===== src/design/gpt_pkg.sv =====
/*
  Constants shared by the timer compare/enable block: register byte
  addresses, field positions, reset values and timing counts.
  Assumes a 125 MHz pclk and an APB register bus with 32-bit data.

*/
package gpt_pkg;
  // Register byte addresses
  localparam logic [31:0] ADDR_COUNT_LOW = 32'h4000_0000;
  localparam logic [31:0] ADDR_COUNT_HIGH = 32'h4000_0004;
  localparam logic [31:0] ADDR_CONFIG = 32'h4000_0008;
  localparam logic [31:0] ADDR_RUN = 32'h4000_000c;
  localparam logic [31:0] ADDR_IEN = 32'h4000_0028;
  localparam logic [31:0] ADDR_STATE = 32'h4000_002c;
  localparam logic [31:0] ADDR_CLEAR = 32'h4000_0030;
  // Match fields in order A, B, C
  localparam logic [31:0] MATCH_LOW_ADDR [0:2] = '{32'h4000_0010, 32'h4000_0018, 32'h4000_0020};
  localparam logic [31:0] MATCH_HIGH_ADDR [0:2] = '{32'h4000_0014, 32'h4000_001c, 32'h4000_0024};
  localparam logic [15:0] MATCH_LOW_RESET [0:2] = '{16'h1fff, 16'h2fff, 16'h3fff};
  localparam logic [15:0] MATCH_HIGH_RESET = 16'h0000;
  localparam logic [15:0] RUN_RESET = 16'h0000;
  localparam logic [15:0] IEN_RESET = 16'h0000;
  localparam logic [15:0] CONFIG_RESET = 16'h0040;
  // Field positions
  localparam int BIT_RUN = 0;
  localparam int BIT_ROLL = 3;
  localparam int BIT_SYNC_BUSY = 8;
  localparam int CFG_PRE_LSB = 0;
  localparam int CFG_DOWN = 2;
  localparam int CFG_FREE_RUN = 4;
  localparam int CFG_WIDTH = 7;
  // Prescaler divisors, pclk based
  localparam logic [15:0] PRE_DIV [0:3] = '{16'h0004, 16'h0010, 16'h0100, 16'h8000};
  // Slow domain rate and its tick period in pclk cycles
  localparam longint CLK_FREQ_HZ = 125_000_000;
  localparam longint SLOW_FREQ_HZ = 32_768;
  localparam logic [11:0] SLOW_TICK_CYCLES = 12'(CLK_FREQ_HZ / SLOW_FREQ_HZ);
endpackage


===== src/design/gp_timer_compare_enable.sv =====
/*
  Timer enable, timeout compare and interrupt enable block with its
  APB register slave, counter and slow-domain enable hand-over.
  Assumes an APB3 master on pclk; single clock, async low reset.
*/
`timescale 1ns/1ps
`default_nettype none
module gp_timer_compare_enable (
  input wire logic pclk, // Bus and block clock
  input wire logic presetn, // Async reset, low
  input wire logic psel, // APB select
  input wire logic penable, // APB access phase
  input wire logic pwrite, // APB direction
  input wire logic [31:0] paddr, // APB byte address
  input wire logic [31:0] pwdata, // APB write data
  output logic [31:0] prdata, // APB read data
  output logic pready, // APB ready
  output logic pslverr, // APB error, unmapped
  output logic [31:0] count_value, // Current count
  output logic run_active, // Applied run enable
  output logic match_a_irq, // Field A match flag
  output logic match_b_irq, // Field B match flag
  output logic match_c_irq, // Field C match flag
  output logic roll_irq // Rollover flag
);
  // Bus slave state
  logic pready_q;
  logic pslverr_q;
  logic [31:0] prdata_q;
  logic [31:0] rd_data;
  logic addr_ok;
  logic wr_en;

  // Software visible state
  logic [gpt_pkg::CFG_WIDTH-1:0] timer_config_q;
  logic [3:0] irq_enable_mask_q;
  logic [3:0] flag_q;
  logic [3:0] flag_set;
  logic [3:0] flag_clr;
  logic [15:0] match_low_q [0:2];
  logic [15:0] match_high_q [0:2];
  logic [31:0] match_field [0:2];

  // Engine links
  logic run_req;
  logic run_applied;
  logic sync_busy;
  logic [31:0] count_q;
  logic step_q;
  logic roll_q;
  logic free_run;
  logic count_direction;

  assign free_run = timer_config_q[gpt_pkg::CFG_FREE_RUN];
  assign count_direction = timer_config_q[gpt_pkg::CFG_DOWN];

  // Outputs straight from flops
  assign prdata = prdata_q;
  assign pready = pready_q;
  assign pslverr = pslverr_q;
  assign count_value = count_q;
  assign run_active = run_applied;
  assign match_a_irq = flag_q[0];
  assign match_b_irq = flag_q[1];
  assign match_c_irq = flag_q[2];
  assign roll_irq = flag_q[gpt_pkg::BIT_ROLL];

  // A write lands only at the edge that completes the access
  assign wr_en = psel && penable && pready_q && pwrite && addr_ok;

  // Read mux and address decode; reserved bits read zero
  always_comb begin
    rd_data = 32'h0000_0000;
    addr_ok = 1'b1;
    case (paddr)
      gpt_pkg::ADDR_COUNT_LOW: begin
        rd_data = {16'h0000, count_q[15:0]};
      end
      gpt_pkg::ADDR_COUNT_HIGH: begin
        rd_data = {16'h0000, count_q[31:16]};
      end
      gpt_pkg::ADDR_CONFIG: begin
        rd_data = {25'h000_0000, timer_config_q};
      end
      gpt_pkg::ADDR_RUN: begin
        rd_data = {31'h0000_0000, run_req};
      end
      gpt_pkg::ADDR_IEN: begin
        rd_data = {28'h000_0000, irq_enable_mask_q};
      end
      gpt_pkg::ADDR_STATE: begin
        rd_data = {23'h00_0000, sync_busy, 4'h0, flag_q};
      end
      gpt_pkg::ADDR_CLEAR: begin
        rd_data = 32'h0000_0000; // Clear register is write-only
      end
      default: begin
        addr_ok = 1'b0;
        for (int i = 0; i < 3; i++) begin
          if (paddr == gpt_pkg::MATCH_LOW_ADDR[i]) begin
            rd_data = {16'h0000, match_low_q[i]};
            addr_ok = 1'b1;
          end
          if (paddr == gpt_pkg::MATCH_HIGH_ADDR[i]) begin
            rd_data = {16'h0000, match_high_q[i]};
            addr_ok = 1'b1;
          end
        end
      end
    endcase
  end

  // One wait state: ready rises in the second access cycle
  always_ff @(posedge pclk or negedge presetn) begin
    if (!presetn) begin
      pready_q <= 1'b0;
      pslverr_q <= 1'b0;
    end else begin
      pready_q <= psel && penable && !pready_q;
      pslverr_q <= psel && penable && !pready_q && !addr_ok;
    end
  end

  // Read data captured with ready, so it is stable at sampling
  always_ff @(posedge pclk or negedge presetn) begin
    if (!presetn) begin
      prdata_q <= 32'h0000_0000;
    end else if (psel && penable && !pready_q) begin
      prdata_q <= pwrite ? 32'h0000_0000 : rd_data;
    end
  end

  // Counter config; stored bits only, reserved writes dropped
  always_ff @(posedge pclk or negedge presetn) begin
    if (!presetn) begin
      timer_config_q <= gpt_pkg::CONFIG_RESET[gpt_pkg::CFG_WIDTH-1:0];
    end else if (wr_en && paddr == gpt_pkg::ADDR_CONFIG) begin
      timer_config_q <= pwdata[gpt_pkg::CFG_WIDTH-1:0];
    end
  end

  // Interrupt enables double as compare enables
  always_ff @(posedge pclk or negedge presetn) begin
    if (!presetn) begin
      irq_enable_mask_q <= gpt_pkg::IEN_RESET[3:0];
    end else if (wr_en && paddr == gpt_pkg::ADDR_IEN) begin
      irq_enable_mask_q <= pwdata[3:0];
    end
  end

  // Match field halves, one pair per field
  for (genvar g = 0; g < 3; g++) begin : g_field
    // No gating on run state: A and B and free-run C take writes anytime
    always_ff @(posedge pclk or negedge presetn) begin
      if (!presetn) begin
        match_low_q[g] <= gpt_pkg::MATCH_LOW_RESET[g];
      end else if (wr_en && paddr == gpt_pkg::MATCH_LOW_ADDR[g]) begin
        match_low_q[g] <= pwdata[15:0];
      end
    end

    always_ff @(posedge pclk or negedge presetn) begin
      if (!presetn) begin
        match_high_q[g] <= gpt_pkg::MATCH_HIGH_RESET;
      end else if (wr_en && paddr == gpt_pkg::MATCH_HIGH_ADDR[g]) begin
        match_high_q[g] <= pwdata[15:0];
      end
    end

    // High half forms bits 31..16
    assign match_field[g] = {match_high_q[g], match_low_q[g]};

    // Compare only when enabled, on the fresh count
    assign flag_set[g] = step_q && irq_enable_mask_q[g] && (count_q == match_field[g]);
  end

  // Rollover only counts in free-running mode
  assign flag_set[gpt_pkg::BIT_ROLL] = roll_q && free_run && irq_enable_mask_q[gpt_pkg::BIT_ROLL];

  // Clear strobes from the write-only clear register
  assign flag_clr = (wr_en && paddr == gpt_pkg::ADDR_CLEAR) ? pwdata[3:0] : 4'h0;

  // Sticky flags; a new event beats a clear in the same cycle
  always_ff @(posedge pclk or negedge presetn) begin
    if (!presetn) begin
      flag_q <= 4'h0;
    end else begin
      flag_q <= (flag_q & ~flag_clr) | flag_set;
    end
  end

  // Run enable passes through the slow-domain hand-over
  run_enable_sync u_sync (
    .clk(pclk),
    .rst_n(presetn),
    .wr(wr_en && paddr == gpt_pkg::ADDR_RUN),
    .wdata(pwdata[gpt_pkg::BIT_RUN]),
    .run_req(run_req),
    .run_applied(run_applied),
    .busy(sync_busy)
  );

  // Counter runs only on the applied enable
  count_engine u_count (
    .clk(pclk),
    .rst_n(presetn),
    .run(run_applied),
    .free_run(free_run),
    .count_direction(count_direction),
    .prescale(timer_config_q[gpt_pkg::CFG_PRE_LSB +: 2]),
    .limit(match_field[2]),
    .count_q(count_q),
    .step_q(step_q),
    .roll_q(roll_q)
  );
endmodule
`default_nettype wire


===== src/design/run_enable_sync.sv =====
/*
  Run-enable hand-over to the 32.768 kHz domain, modelled as a tick
  enable from a pclk divider. Assumes single pclk, async low reset.
*/
`timescale 1ns/1ps
`default_nettype none
module run_enable_sync (
  input wire logic clk, // System clock
  input wire logic rst_n, // Async reset, low
  input wire logic wr, // Run enable write pulse
  input wire logic wdata, // Written run enable
  output logic run_req, // Software view of run enable
  output logic run_applied, // Enable as seen by the slow side
  output logic busy // Change still in flight
);
  logic [11:0] div_q;
  logic tick;

  // Slow-domain tick divider
  assign tick = (div_q == gpt_pkg::SLOW_TICK_CYCLES - 12'h001);
  always_ff @(posedge clk or negedge rst_n) begin
    if (!rst_n) begin
      div_q <= 12'h000;
    end else if (tick) begin
      div_q <= 12'h000;
    end else begin
      div_q <= div_q + 12'h001;
    end
  end

  // Requested value follows software writes
  always_ff @(posedge clk or negedge rst_n) begin
    if (!rst_n) begin
      run_req <= 1'b0;
    end else if (wr) begin
      run_req <= wdata;
    end
  end

  // Applied value changes only on a slow tick
  always_ff @(posedge clk or negedge rst_n) begin
    if (!rst_n) begin
      run_applied <= 1'b0;
    end else if (tick) begin
      run_applied <= run_req;
    end
  end

  // A write in the tick cycle keeps busy set: set wins
  always_ff @(posedge clk or negedge rst_n) begin
    if (!rst_n) begin
      busy <= 1'b0;
    end else if (wr) begin
      busy <= 1'b1;
    end else if (tick) begin
      busy <= 1'b0;
    end
  end
endmodule
`default_nettype wire


===== src/design/count_engine.sv =====
/*
  32-bit up/down counter with prescaler and periodic/free-run wrap.
  Assumes mode inputs are stable while running.
*/
`timescale 1ns/1ps
`default_nettype none
module count_engine (
  input wire logic clk, // System clock
  input wire logic rst_n, // Async reset, low
  input wire logic run, // Applied run enable
  input wire logic free_run, // 1: wrap full range
  input wire logic count_direction, // 1: count down
  input wire logic [1:0] prescale, // Divisor select
  input wire logic [31:0] limit, // Field C
  output logic [31:0] count_q, // Current count
  output logic step_q, // Count updated last edge
  output logic roll_q // Free-run wrap last edge
);
  logic [15:0] pre_q;
  logic [15:0] pre_max;
  logic tick;
  logic [31:0] start;

  assign pre_max = gpt_pkg::PRE_DIV[prescale] - 16'h0001;
  assign tick = run && (pre_q == pre_max);
  assign start = count_direction ? 32'hffff_ffff : 32'h0000_0000;

  // Prescaler, cleared while stopped
  always_ff @(posedge clk or negedge rst_n) begin
    if (!rst_n) begin
      pre_q <= 16'h0000;
    end else if (!run || tick) begin
      pre_q <= 16'h0000;
    end else begin
      pre_q <= pre_q + 16'h0001;
    end
  end

  // Counter: held at start while stopped
  always_ff @(posedge clk or negedge rst_n) begin
    if (!rst_n) begin
      count_q <= 32'h0000_0000;
    end else if (!run) begin
      count_q <= start;
    end else if (tick) begin
      if (!free_run && count_q == limit) begin
        count_q <= start;
      end else if (count_direction) begin
        count_q <= count_q - 32'h0000_0001;
      end else begin
        count_q <= count_q + 32'h0000_0001;
      end
    end
  end

  // Step and rollover pulses
  always_ff @(posedge clk or negedge rst_n) begin
    if (!rst_n) begin
      step_q <= 1'b0;
      roll_q <= 1'b0;
    end else begin
      step_q <= tick;
      roll_q <= tick && free_run && (count_q == ~start);
    end
  end
endmodule
`default_nettype wire


===== config.mk =====
export PLATFORM = sky130hd
export DESIGN_NAME = gp_timer_compare_enable
export DESIGN_NICKNAME = d
export VERILOG_FILES = /design/src/design/gpt_pkg.sv /design/src/design/gp_timer_compare_enable.sv /design/src/design/run_enable_sync.sv /design/src/design/count_engine.sv
export SDC_FILE = /design/constraint.sdc
export NUM_CORES = 1
export LEC_CHECK = 0
export BUFFER_PORTS_ARGS = -buffer_cell sky130_fd_sc_hd__buf_2
export CORE_UTILIZATION = 35
export DETAILED_ROUTE_END_ITERATION = 12
export PLACE_DENSITY = 0.51
export SLEW_MARGIN = 10
export SYNTH_ARGS = -nofsm -noshare
export SYNTH_HDL_FRONTEND = slang
export SYNTH_SLANG_ARGS = --single-unit
export TNS_END_PERCENT = 50

===== constraint.sdc =====
create_clock -name pclk -period 11.5 [get_ports pclk]
set_clock_uncertainty 0.2 [all_clocks]
set_input_delay 1.15 -clock pclk [delete_from_list [all_inputs] [get_ports pclk]]
set_output_delay 1.15 -clock pclk [all_outputs]
set_load 0.02 [all_outputs]

# == Word level (Yosys, flattened, before mapping) ==
# Cells that the tools add are included.
# totals
ff_bits,210
latch_bits,0
mem_bits_rw,0
rom_bits,0
out_inout_bits,71
memories,0
# op_classes
n_addsub,5
mul,0
n_div,0
magnitude_cmp,1
eq_ne,20
shift,0
n_mux,28
bitwise_logic,5
reduce_logical,35
# op_table
operator,count
$eq 32x31->1 const B,13
$mux 32,11
$pmux 32 s7,1
$eq 32x32->1,4
$mux 16,4
$add 32x1->32 const B,1
$bmux 16 s2,1
$not 32->32,1
$sub 32x1->32 const B,1
$logic_and 1x1->1,28
$add 16x1->16 const B,1
$eq 16x16->1,1
$sub 16x1->16 const B,1
$add 12x1->12 const B,1
$eq 12x12->1 const B,1
$mux 12,1
$mux 1,9
$reduce_or 7->1,1
$and 4x4->4,1
$logic_not 1->1,4
$mux 4,1
$not 4->4,1
$or 4x4->4,1
$ge 3x3->1 const B,1
other kinds (4),4

# == Logic depth before layout (Yosys ltp) ==
# Gate-level depths: netlist (run 1).
# logic_depth
word_depth,14
depth_mapped,12
mapped_depth_nobuf,11

# == Hierarchy ==
# Synthesis (run 1) repeated with hierarchy kept, for this count alone.
# hier_totals
cells_unflattened,1287
hier_area_um2,13031.2
# modules_own_cells
module,n_inst,cells_per_inst,area_each_um2
gp_timer_compare_enable,1,681,7757.4
count_engine,1,540,4540.6
run_enable_sync,1,66,733.2

# == Worst setup path before layout (run 1) ==
# OpenSTA, ideal clock, no wires.
# synth_path
path_kind,register to register
startpoint,register timer_config_q[2] (netlist name)
endpoint,register u_count.count_q[30]
setup_ns,0.069
t_arrival_ns,3.560
t_required_ns,11.231
slack_ns,7.672
stages_incl_launch_ff,13
path_buffers,1
period_less_slack_ns,3.828
path_cell_list,dfrtp_1 clkbuf_1 inv_1 fa_1 and2b_1 o31a_2 o2111ai_1 a21o_1 a22o_1 o31a_1 o21a_1 or4_1 nand3_1
# synth_between
elab_chain_cells,4
word_cells_on_any_way,5
# synth_rtl
item,line_no,rtl
start: declaration,gp_timer_compare_enable.sv:35,logic [gpt_pkg::CFG_WIDTH-1:0] timer_config_q;
start signal: assignment,gp_timer_compare_enable.sv:136,timer_config_q <= gpt_pkg::CONFIG_RESET[gpt_pkg::CFG_WIDTH-1:0];
start signal: assignment,gp_timer_compare_enable.sv:138,timer_config_q <= pwdata[gpt_pkg::CFG_WIDTH-1:0];
$mux 32 (on tied branches),"count_engine.sv:48, count_engine.sv:26",
$mux 32,count_engine.sv:46,if (!free_run && count_q == limit) begin
$mux 32,count_engine.sv:45,end else if (tick) begin
$mux 32 (*),count_engine.sv:43,end else if (!run) begin
end signal: assignment,count_engine.sv:44,count_q <= start;
end signal: assignment,count_engine.sv:47,count_q <= start;
end signal: assignment,count_engine.sv:49,count_q <= count_q - 32'h0000_0001;
end: declaration,count_engine.sv:15,"output logic [31:0] count_q,"
# Mark *: on every way between the ends. The rest lies on a longest branch, timed or not. The select of a mux whose other input is x is not followed.
# A chain may end at the register's enable or synchronous reset.

# == Worst setup path after layout (run 1) ==
# layout_path
startpoint,input paddr[23]
endpoint,"register match_low_q, in the netlist match_field[47]"
# layout_between
elab_chain_cells,10
word_cells_on_any_way,23
# layout_rtl
item,line_no,rtl
start: declaration,gp_timer_compare_enable.sv:14,"input wire logic [31:0] paddr,"
$eq 32x31->1,gp_timer_compare_enable.sv:100,if (paddr == gpt_pkg::MATCH_LOW_ADDR[i]) begin
$mux 1,gp_timer_compare_enable.sv:100,
$mux 1,gp_timer_compare_enable.sv:104,if (paddr == gpt_pkg::MATCH_HIGH_ADDR[i]) begin
$mux 1,gp_timer_compare_enable.sv:100,
$mux 1,gp_timer_compare_enable.sv:104,
$mux 1,gp_timer_compare_enable.sv:100,
$mux 1,gp_timer_compare_enable.sv:104,
$mux 1,gp_timer_compare_enable.sv:75,case (paddr)
$logic_and 1x1->1,gp_timer_compare_enable.sv:69,assign wr_en = psel && penable && pready_q && pwrite && addr_ok;
$logic_and 1x1->1 (*),gp_timer_compare_enable.sv:157,end else if (wr_en && paddr == gpt_pkg::MATCH_LOW_ADDR[g]) begin
end signal: indexed assignment,gp_timer_compare_enable.sv:156,match_low_q[g] <= gpt_pkg::MATCH_LOW_RESET[g];
end signal: indexed assignment,gp_timer_compare_enable.sv:158,match_low_q[g] <= pwdata[15:0];
end: declaration,gp_timer_compare_enable.sv:40,logic [15:0] match_low_q [0:2];
# Mark *: on every way between the ends. The rest lies on a longest branch, timed or not.

==> results of run 1 <==
==> power breakdown <==
group          switching, W  leakage [nW]  internal, W
Clock              0.000298         0.261     0.000291
Sequential      0.000000167          2.54     0.000683
Combinational     0.0000322          3.48   0.00000926
==> routing by layer <==
metal / track usage / vias up
li1: - / 4313
met1: 0.315 / 4698
met2: 0.373 / 284
met3: 0.0346 / 40
met4: 0.0677 / 0
met5: 0 / -
==> final cells by class <==
cell class	count	share of cell area
repair buffers	134	0.0568
well taps	442	0.0420
flip-flops and latches	194	0.373
inverters	17	0.00485
clock buffers	19	0.0337
clock inverters	13	0.00932
multi-input cells	860	0.481
==> placed cells by master, fill, tap and decap left out, types with 7 or more instances in the layout <==
master	instances
xnor2_1	72
o21ai_0	39
mux2i_1	24
nor4_1	22
a22oi_1	38
xor2_1	66
and3_1	21
nor2_2	7
o2111ai_1	11
dfstp_2	41
dfrtp_1	153
buf_2	106
a21o_1	15
nand3_1	32
o21ai_1	7
a22o_1	15
nand4_1	33
clkbuf_16	17
and2_1	7
conb_1	16
mux2_2	109
nor3_1	15
ha_1	33
nor2b_1	8
inv_1	17
a21oi_1	47
nand2_1	74
a222oi_1	9
o211ai_1	10
nor2_1	63
buf_4	27
==> path summary, 6_finish.rpt <==
kind / from / to / slack (ns) / cells after the start
worst max-delay path: paddr[23] / match_field[47] / 6.59 / 8
worst min-delay path: prdata[1] / prdata[1] / 0.27 / 2
worst max register to register: u_count.count_q[3] / u_count.count_q[30] / 7.28 / 10
worst min register to register: prdata[1] / prdata[1] / 0.27 / 2
max in group asynchronous: presetn / u_count.count_q[31] / 8.55 / 3
min in group asynchronous: presetn / pready / 0.47 / 1
==> per-stage QoR <==
stage / utilization / worst slack [ns] / power, W
after global placement: 0.386 / 6.22 / 0.000738
after global routing: 0.403 / 6.31 / 0.00136
after CTS: 0.403 / 6.73 / 0.00133
after detailed placement: 0.386 / 6.25 / 0.000738
final: 0.403 / 6.59 / 0.00131
after floorplan: - / 7.67 / 0.000710
==> cell families after synthesis <==
| logic type | after synthesis | share of synthesized area |
|---|---|---|
| AND/OR/NAND/NOR | 305 | 0.131 |
| adder cells (fa/ha/maj) | 34 | 0.0372 |
| flip-flops | 194 | 0.422 |
| other | 1 | 0.000322 |
| AO/OA/AOI/OAI | 234 | 0.138 |
| buffers and inverters | 108 | 0.0410 |
| XOR/XNOR | 138 | 0.104 |
| multiplexers | 133 | 0.126 |
==> sequential cells by signal (all words and copies together), names as in the netlist <==
| signal | flops |
|---|---|
| u_count.count_q | 32 |
| u_sync.run_applied | 1 |
| timer_config_q | 7 |
| u_sync.div_q | 12 |
| u_sync.run_req | 1 |
| u_count.pre_q | 16 |
| u_sync.busy | 1 |
| prdata | 16 |
| match_field | 96 |
| pslverr | 1 |
| irq_enable_mask_q | 4 |
| u_count.step_q | 1 |
| pready | 1 |
| u_count.roll_q | 1 |
| flag_q | 4 |
==> worst max-delay path, cell delays in order <==
cell and delay [ns]:
buf_2 0.10, nor4_1 0.28, nand4_1 0.14, nor2_1 0.70
nand2_1 0.27, nor2_2 0.90, nand2_1 0.95, mux2_2 0.55
==> impl_metrics.tcl, run 1 <==
set metrics [dict create \
    die_w_microns 184 \
    seq_area_frac_synth 0.422 \
    setup_violations 0 \
    async_flop_share 1.00 \
    ys_warn_count 0 \
    crit_type "input port to register" \
    fin_area_sq_um 13200 \
    ir_drop_mv 0.100 \
    p_per_area_nw_per_um2 99.9 \
    grt_max_degree 78 \
    insertion_delay_ns 0.45 \
    fmax_mhz 203 \
    synth_edf_count 0 \
    post_cts_buffers 0 \
    synth_top_cells_by_count "dfrtp_1 (153), mux2_2 (109), nand2_1 (74)" \
    ios 140 \
    globalplace.congestion 0.919 \
    worstPathArrival_ns 5.04 \
    grt_pass1_vias 9237 \
    hold_violations 0 \
    syn_to_final_growth_pct 13.1 \
    yosysTopAreaCellShare 0.329 \
    yosysMostFrequentCell "dfrtp_1" \
    placed_area_sq_um 12600 \
    fin_tns_setup_ns 0 \
    ys_ff_latch 194 \
    synthCells 1147 \
    fin_hold_ws_ns 0.268 \
    start_kind "input port" \
    die_h_microns 184 \
    clkTransAtPathRegs_ns 0.08 \
    hold_class "register to register" \
    htree_num_levels 4 \
    placedCellCount 1647 \
    netlist_area_sq_um 11600 \
    grt_overflow 0 \
    drt_iter0_drc 730 \
    synth_cell_types 69 \
    drtAntennaViolNets 0 \
    grt_pass1_wl_mm 57.6 \
    antenna_found_initial 0 \
    finalCriticalPeriod_ns 4.91 \
    drc 0 \
    worst_pin_slew_ns 1.21 \
    routed_via_density 5.56 \
    synth_area_leaders "dfrtp_1 (33%), mux2_2 (11%), dfstp_2 (9.3%)" \
    synth_top_cell_by_area "dfrtp_1" \
    first_pass_iters 5 \
    route.met3.wl_mm 2.02 \
    wirelength_mm 38.0 \
    portBuffers 107 \
    place_hpwl_mm 27.1 \
    top_layer_used "met4" \
    row_count 66 \
    outcome "complete, no violations" \
    nets 1327 \
    critPathRequiredTime_ns 11.62 \
    wl_met2_mm 17.8 \
    ctsHoldBuffers 0 \
    leakagePower_nw 6.28 \
    cts_resized 0 \
    drt-met1-wl_mm 17.2 \
    cts_buffer_depth 2 \
    core_sq_um 32600 \
    post_drt_wl_per_cell_microns 22.6 \
    dr_total_vias 9335 \
    start_util 0.357 \
    syn_avg_cell_area_sq_um 10.1 \
    crit_path_end_kind "register" \
    num-fill-cells 3279 \
    ys.flop_type "dfrtp_1" \
    fin_cells 1679 \
    die-area_sq_um 34000 \
    post-route-period-util 0.427 \
    cap_violations 0 \
    numCtsBuffers 17 \
    slew_viol_final 0 \
    rsz0062_at_grt "no" \
    worstPathMaxFanout 17 \
    root_buffer "clkbuf_16" \
    drive_gt1_frac 0.267 \
    cts_sinks 194 \
    n_antenna_cell 0 \
    multi_input_area_sq_um 6320 \
    grt_usage 0.230 \
    cts_tree "built" \
    regArea_sq_um 4910 \
    relSlewSlack 0.192 \
]
Power figures use the tool's default switching activity.
==> inputs of run 2 (changes only) <==
ABC_AREA = 1   (was default)
PLACE_DENSITY = 0.52   (was 0.51)
clock period = 4.1 ns   (was 11.5 ns; I/O delays follow)
==> run 2 against run 1 <==
Compared with the run above: worst setup slack got worse by 5.9 ns; via count is 53% higher; non-clock buffer count up 34; routed wire length grew 46%; utilization decreased by 0.11 points; synthesized area up 18%; highest routed layer unchanged; largest cell class unchanged.
==> impl_metrics.tcl, run 2 <==
set metrics [dict create \
    setup_violations 0 \
    start_util 0.356 \
    async_flop_share 1.00 \
    syn_to_final_growth_pct 13.1 \
    fmax_mhz 289 \
    drt_iter0_drc 1496 \
    slew_viol_final 0 \
    dr_total_vias 14301 \
    ios 140 \
    grt_overflow 0 \
    layout.cells.most_common "nand2_1" \
    final_util 0.402 \
    grt_pass1_vias 13252 \
    worstPathArrival_ns 3.63 \
    cts_sinks 194 \
    drive_gt1_frac 0.127 \
    power_switching_w 0.000989 \
    die_w_microns 200 \
    swShare 0.259 \
    first_pass_iters 5 \
    clkTransAtPathRegs_ns 0.08 \
    synth_edf_count 0 \
    crit_type "register to register" \
    relSlewSlack 0.347 \
    insertion_delay_ns 0.46 \
    hold_violations 0 \
    portBuffers 107 \
    netlist_area_sq_um 13700 \
    htree_num_levels 4 \
    ir_drop_mv 0.254 \
    ys_ff_latch 194 \
    cap_violations 0 \
    cts_resized 0 \
    synth_top_cell_by_area "dfrtp_1" \
    rsz0062_at_grt "no" \
    fin_tns_setup_ns 0 \
    layout_common_cells "nand2_1 (651), nor2_1 (229), inv_1 (173)" \
    grt_usage 0.278 \
    yosys.area_share.xor_xnor 0.0408 \
    synth_compound_area_frac 0.0789 \
    n_antenna_cell 0 \
    synth_area_leaders "dfrtp_1 (28%), nand2_1 (18%), dfstp_2 (7.8%)" \
    place_hpwl_mm 42.7 \
    yosysTopAreaCellShare 0.279 \
    synthSimpleGateAreaFrac 0.400 \
    numCtsBuffers 17 \
    synth_cell_types 48 \
    root_buffer "clkbuf_16" \
    synth.area.mux_share 0.00246 \
    drc 0 \
    drtAntennaViolNets 0 \
    hold_class "input port to register" \
    largest_register_ffs 96 \
    ys.flop_type "dfrtp_1" \
    p_per_area_nw_per_um2 245 \
    leakagePower_nw 7.83 \
    critPathRequiredTime_ns 4.26 \
    synth_top_family_by_area "simple AND/OR/NAND/NOR gates" \
    die_h_microns 200 \
    post-route-period-util 0.844 \
    p_clk_frac 0.454 \
    syn_avg_cell_area_sq_um 6.77 \
    core_sq_um 38600 \
    globalplace.congestion 1.03 \
    synth_top_cells_by_count "nand2_1 (651), nor2_1 (231), inv_1 (173)" \
    pwr-share-comb 0.044 \
    yosys.area_share.adder 0.0315 \
    seq_area_frac_synth 0.357 \
    worst_pin_slew_ns 0.976 \
    crit_path_end_kind "register" \
    num-fill-cells 4148 \
    worstPathMaxFanout 19 \
    grt_max_degree 101 \
    synthCells 2031 \
    wirelength_mm 55.4 \
    dp_slack_ns 0.807 \
    die-area_sq_um 40100 \
    finalCriticalPeriod_ns 3.46 \
    antenna_found_initial 0 \
    fin_hold_ws_ns 0.0400 \
    ys_warn_count 0 \
    cts_buffer_depth 2 \
    start_kind "register" \
    p_int_w 0.00283 \
    cts_tree "built" \
    row_count 72 \
    outcome "complete, no violations" \
    seqPwrFrac 0.502 \
    nets 2235 \
    post_drt_wl_per_cell_microns 20.8 \
    routed_via_density 5.37 \
    grt_pass1_wl_mm 84.1 \
    yosysMostFrequentCell "nand2_1" \
    postLayoutSetupSlackWorst_ns 0.638 \
]
## run 2: cell types whose count changed in the layout (fill, tap and decap cells not counted), moves of 47 or more
cell,delta
inv_1,+156
mux2_2,-106
nand2_1,+577
nand3_1,+111
nand4_1,+109
nor2_1,+166
xor2_1,-47
## run 2: power groups by stage
stage / combinational [W] / sequential, W / clock, W
2_1_floorplan: 0.0000637 / 0.00195 / 0
3_3_place_gp: 0.000168 / 0.00195 / 0
6_report: 0.000170 / 0.00192 / 0.00173
3_5_place_dp: 0.000169 / 0.00195 / 0
4_1_cts: 0.000170 / 0.00192 / 0.00177
5_1_grt: 0.000186 / 0.00192 / 0.00185
## run 2: final cells by class
type | count | area, sq um | area share
multi-input combinational | 1570 | 7680 | 0.494
tap | 518 | 648 | 0.0417
timing repair buffer | 168 | 1040 | 0.0670
clock buffer | 18 | 439 | 0.0282
inverter | 181 | 679 | 0.0437
sequential | 194 | 4910 | 0.316
clock inverter | 14 | 149 | 0.00958
## run 2: through the flow
stage / power (W) / instance area [sq um] / cells
after global placement: 0.00212 / 15000 / 2630
after global routing: 0.00395 / 15500 / 2663
after CTS: 0.00385 / 15500 / 2663
after floorplan: 0.00202 / 13800 / 2046
after detailed placement: 0.00212 / 15000 / 2630
final: 0.00382 / 15500 / 2663
## run 2: final timing paths
path	cells past startpoint	to	startpoint	slack, ns
min reg2reg	1	u_count.pre_q[0]	u_count.pre_q[0]	0.26
min	3	pready	penable	0.04
max in group asynchronous	3	match_field[4]	presetn	2.36
max	11	u_count.count_q[30]	timer_config_q[2]	0.64
min in group asynchronous	2	pslverr	presetn	0.38
max reg2reg	11	u_count.count_q[30]	timer_config_q[2]	0.64
## run 2: routing by layer
metal	track usage	wire length [microns]	vias up
met2	0.428	24700	566
met1	0.390	25100	6812
li1	-	-	6849
met3	0.0421	3750	74
met5	0	0	-
met4	0.110	1920	0
## run 2: cells by family after synthesis
logic type	count (synthesis)
muxes	3
buffers and inverters	282
DFF	194
xor gates and xnor gates	64
adders and majority gates	34
AOI/OAI and AO/OA	201
and+or+nand+nor	1252
other	1
## run 2: worst max-delay path: stages, from the launching register on
cell     delay (ns)
dfrtp_1        0.81
buf_4          0.37
ha_1           0.33
a21oi_1        0.23
o21ai_0        0.20
a21oi_1        0.32
o21ai_0        0.32
nand2_1        0.16
nand2_1        0.06
nand2_1        0.05
nand3_1        0.09
a21oi_1        0.21
## run 2: timing repair
action | in CTS | in global routing
setup buffers | 0 | 0
setup endpoints to repair | 0 | 0
hold buffers | 1 | 0
hold endpoints to repair | 83 | 0
==> inputs of run 3 (changes only) <==
clock period = 2.8 ns   (was 4.1 ns; I/O delays follow)
==> run 3 against run 2 <==
Compared with the run above: design area grew 5.4%; sequential power up 46%; count of clock-buffer cells in the layout did not move; non-clock buffer count up 78; worst hold slack better by 0.14 ns; critical path type unchanged; cell count is 3.0% higher.
==> impl_metrics.tcl, run 3 (synthesis gave the netlist of run 2 again) <==
set metrics [dict create \
    outcome "complete, no violations" \
    critPathLaunch "timer_config_q[2]" \
    cp_top_family "simple AND/OR/NAND/NOR gates" \
    finalCriticalPeriod_ns 2.65 \
    place_hpwl_mm 43.7 \
    core_sq_um 38600 \
    largest_register_ffs 96 \
    crit_end "u_count.count_q[22]" \
    nets 2313 \
    root_buffer "clkbuf_16" \
    globalplace.congestion 0.982 \
    clkTransAtPathRegs_ns 0.08 \
    slowest_stage "dfrtp_2" \
    drtAntennaViolNets 0 \
    grt_pass1_vias 13692 \
    ios 140 \
    cp_slowest_stage_delay_ns 0.47 \
    grt_pass1_wl_mm 85.7 \
    post-route-period-util 0.948 \
    crit_type "register to register" \
    rsz0062_at_grt "yes" \
    placed_area_sq_um 15500 \
    fin_area_sq_um 16400 \
    num-fill-cells 4025 \
    numCtsBuffers 17 \
    drt-met1-wl_mm 26.2 \
    cts_sinks 194 \
    die-area_sq_um 40100 \
    post_cts_buffers 0 \
    post_drt_wl_per_cell_microns 20.6 \
    syn_to_final_growth_pct 19.2 \
    path_buf_inv 3 \
    setup_violations 0 \
    dr_total_vias 14568 \
    top_layer_used "met4" \
    p_per_area_nw_per_um2 356 \
    worst_pin_slew_ns 0.789 \
    route.met3.wl_mm 3.63 \
    leakagePower_nw 8.23 \
    cp_num_cells 12 \
    start_kind "register" \
    cts_tree "built" \
    worstPathArrival_ns 2.80 \
    die_h_microns 200 \
    cap_violations 0 \
    insertion_delay_ns 0.48 \
    ir_drop_mv 0.365 \
    worstPathMaxFanout 28 \
    slew_viol_final 0 \
    layout_common_cells "nand2_1 (651), nor2_1 (227), inv_1 (173)" \
    grt_usage 0.284 \
    critPathRequiredTime_ns 2.94 \
    relSlewSlack 0.469 \
    final_util 0.424 \
    crit_path_end_kind "register" \
    antenna_found_initial 0 \
    wirelength_mm 56.4 \
    cp_cell_sequence "buf_12 > ha_2 > nand2_1 > nor2_2 > inv_1 > nor2_1 > inv_1 > or2_2 > nand3_1 > nand2_1 > nand3_1 > a21oi_1" \
    wl_met2_mm 24.9 \
    drive_gt1_frac 0.156 \
    row_count 72 \
    cts_buffer_depth 2 \
    r2r_slack_ns 0.15 \
    drc 0 \
    drt_iter0_drc 1478 \
    start_util 0.356 \
    power_w 0.00582 \
    rr_worst_depth 12 \
    hold_class "input port to asynchronous set/reset pin" \
    fmax_mhz 377 \
    htree_num_levels 4 \
    die_w_microns 200 \
    hold_violations 0 \
    portBuffers 107 \
    r2r-end "u_count.count_q[22]" \
    timing.rr.start "timer_config_q[2]" \
    regArea_sq_um 4910 \
    grt_overflow 0 \
    grt_max_degree 68 \
    first_pass_iters 5 \
    layout.cells.most_common "nand2_1" \
    multi_input_area_sq_um 7720 \
    routed_via_density 5.31 \
]
-- run 3: timing repair --
| item | CTS | global route |
|---|---|---|
| hold buffers | 20 | 0 |
| hold endpoints to repair | 144 | 0 |
| resized for setup | 0 | 17 |
| setup endpoints to repair | 0 | 26 |
-- run 3: power breakdown --
part / switching [W] / internal [W] / total [W]
Combinational: 0.000204 / 0.0000758 / 0.000280
Clock: 0.00128 / 0.00146 / 0.00274
Sequential: 0.000000660 / 0.00280 / 0.00280
Total: 0.00148 / 0.00434 / 0.00582
-- run 3: layout make-up --
type / instances / share of cell area
multi-input cells: 1570 / 0.471
flip-flops and latches: 194 / 0.300
repair buffers: 246 / 0.109
inverters: 181 / 0.0415
well taps: 518 / 0.0396
clock buffers: 18 / 0.0268
clock inverters: 14 / 0.0119
diodes: 1 / 0.000153
-- run 3: metrics by stage --
stage / setup slack (ns) / std cells / TNS [ns] / hold slack [ns]
after detailed placement: 0.0844 / 2689 / 0 / 0.152
final: 0.145 / 2742 / 0 / 0.184
after floorplan: 0.155 / 2046 / 0 / -0.216
after global placement: 0.0728 / 2689 / 0 / 0.155
after global routing: -0.0159 / 2741 / -0.0159 / 0.237
after CTS: 0.0546 / 2741 / 0 / 0.217
-- run 3: worst min-delay path by stage --
stage                  from  depth (start not counted)  slack [ns]         endpoint
global route        presetn                          2        0.24  match_field[55]
detailed placement  presetn                          1        0.15          pslverr
finish              presetn                          2        0.18          pslverr
global placement    presetn                          1        0.16       prdata[12]
floorplan           presetn                          0       -0.22        flag_q[0]
CTS                 presetn                          2        0.22  match_field[55]
-- run 3: metal layers --
metal,vias up,global-route usage
met1,6940,0.403
met5,-,0
met3,76,0.0441
met2,541,0.434
li1,7011,-
met4,0,0.104
-- run 3: worst reg2reg max path, cell delays in order, from the launching register on --
cell	delay, ns
dfrtp_2	0.47
buf_12	0.19
ha_2	0.42
nand2_1	0.12
nor2_2	0.20
inv_1	0.06
nor2_1	0.16
inv_1	0.08
or2_2	0.31
nand3_1	0.07
nand2_1	0.05
nand3_1	0.12
a21oi_1	0.08
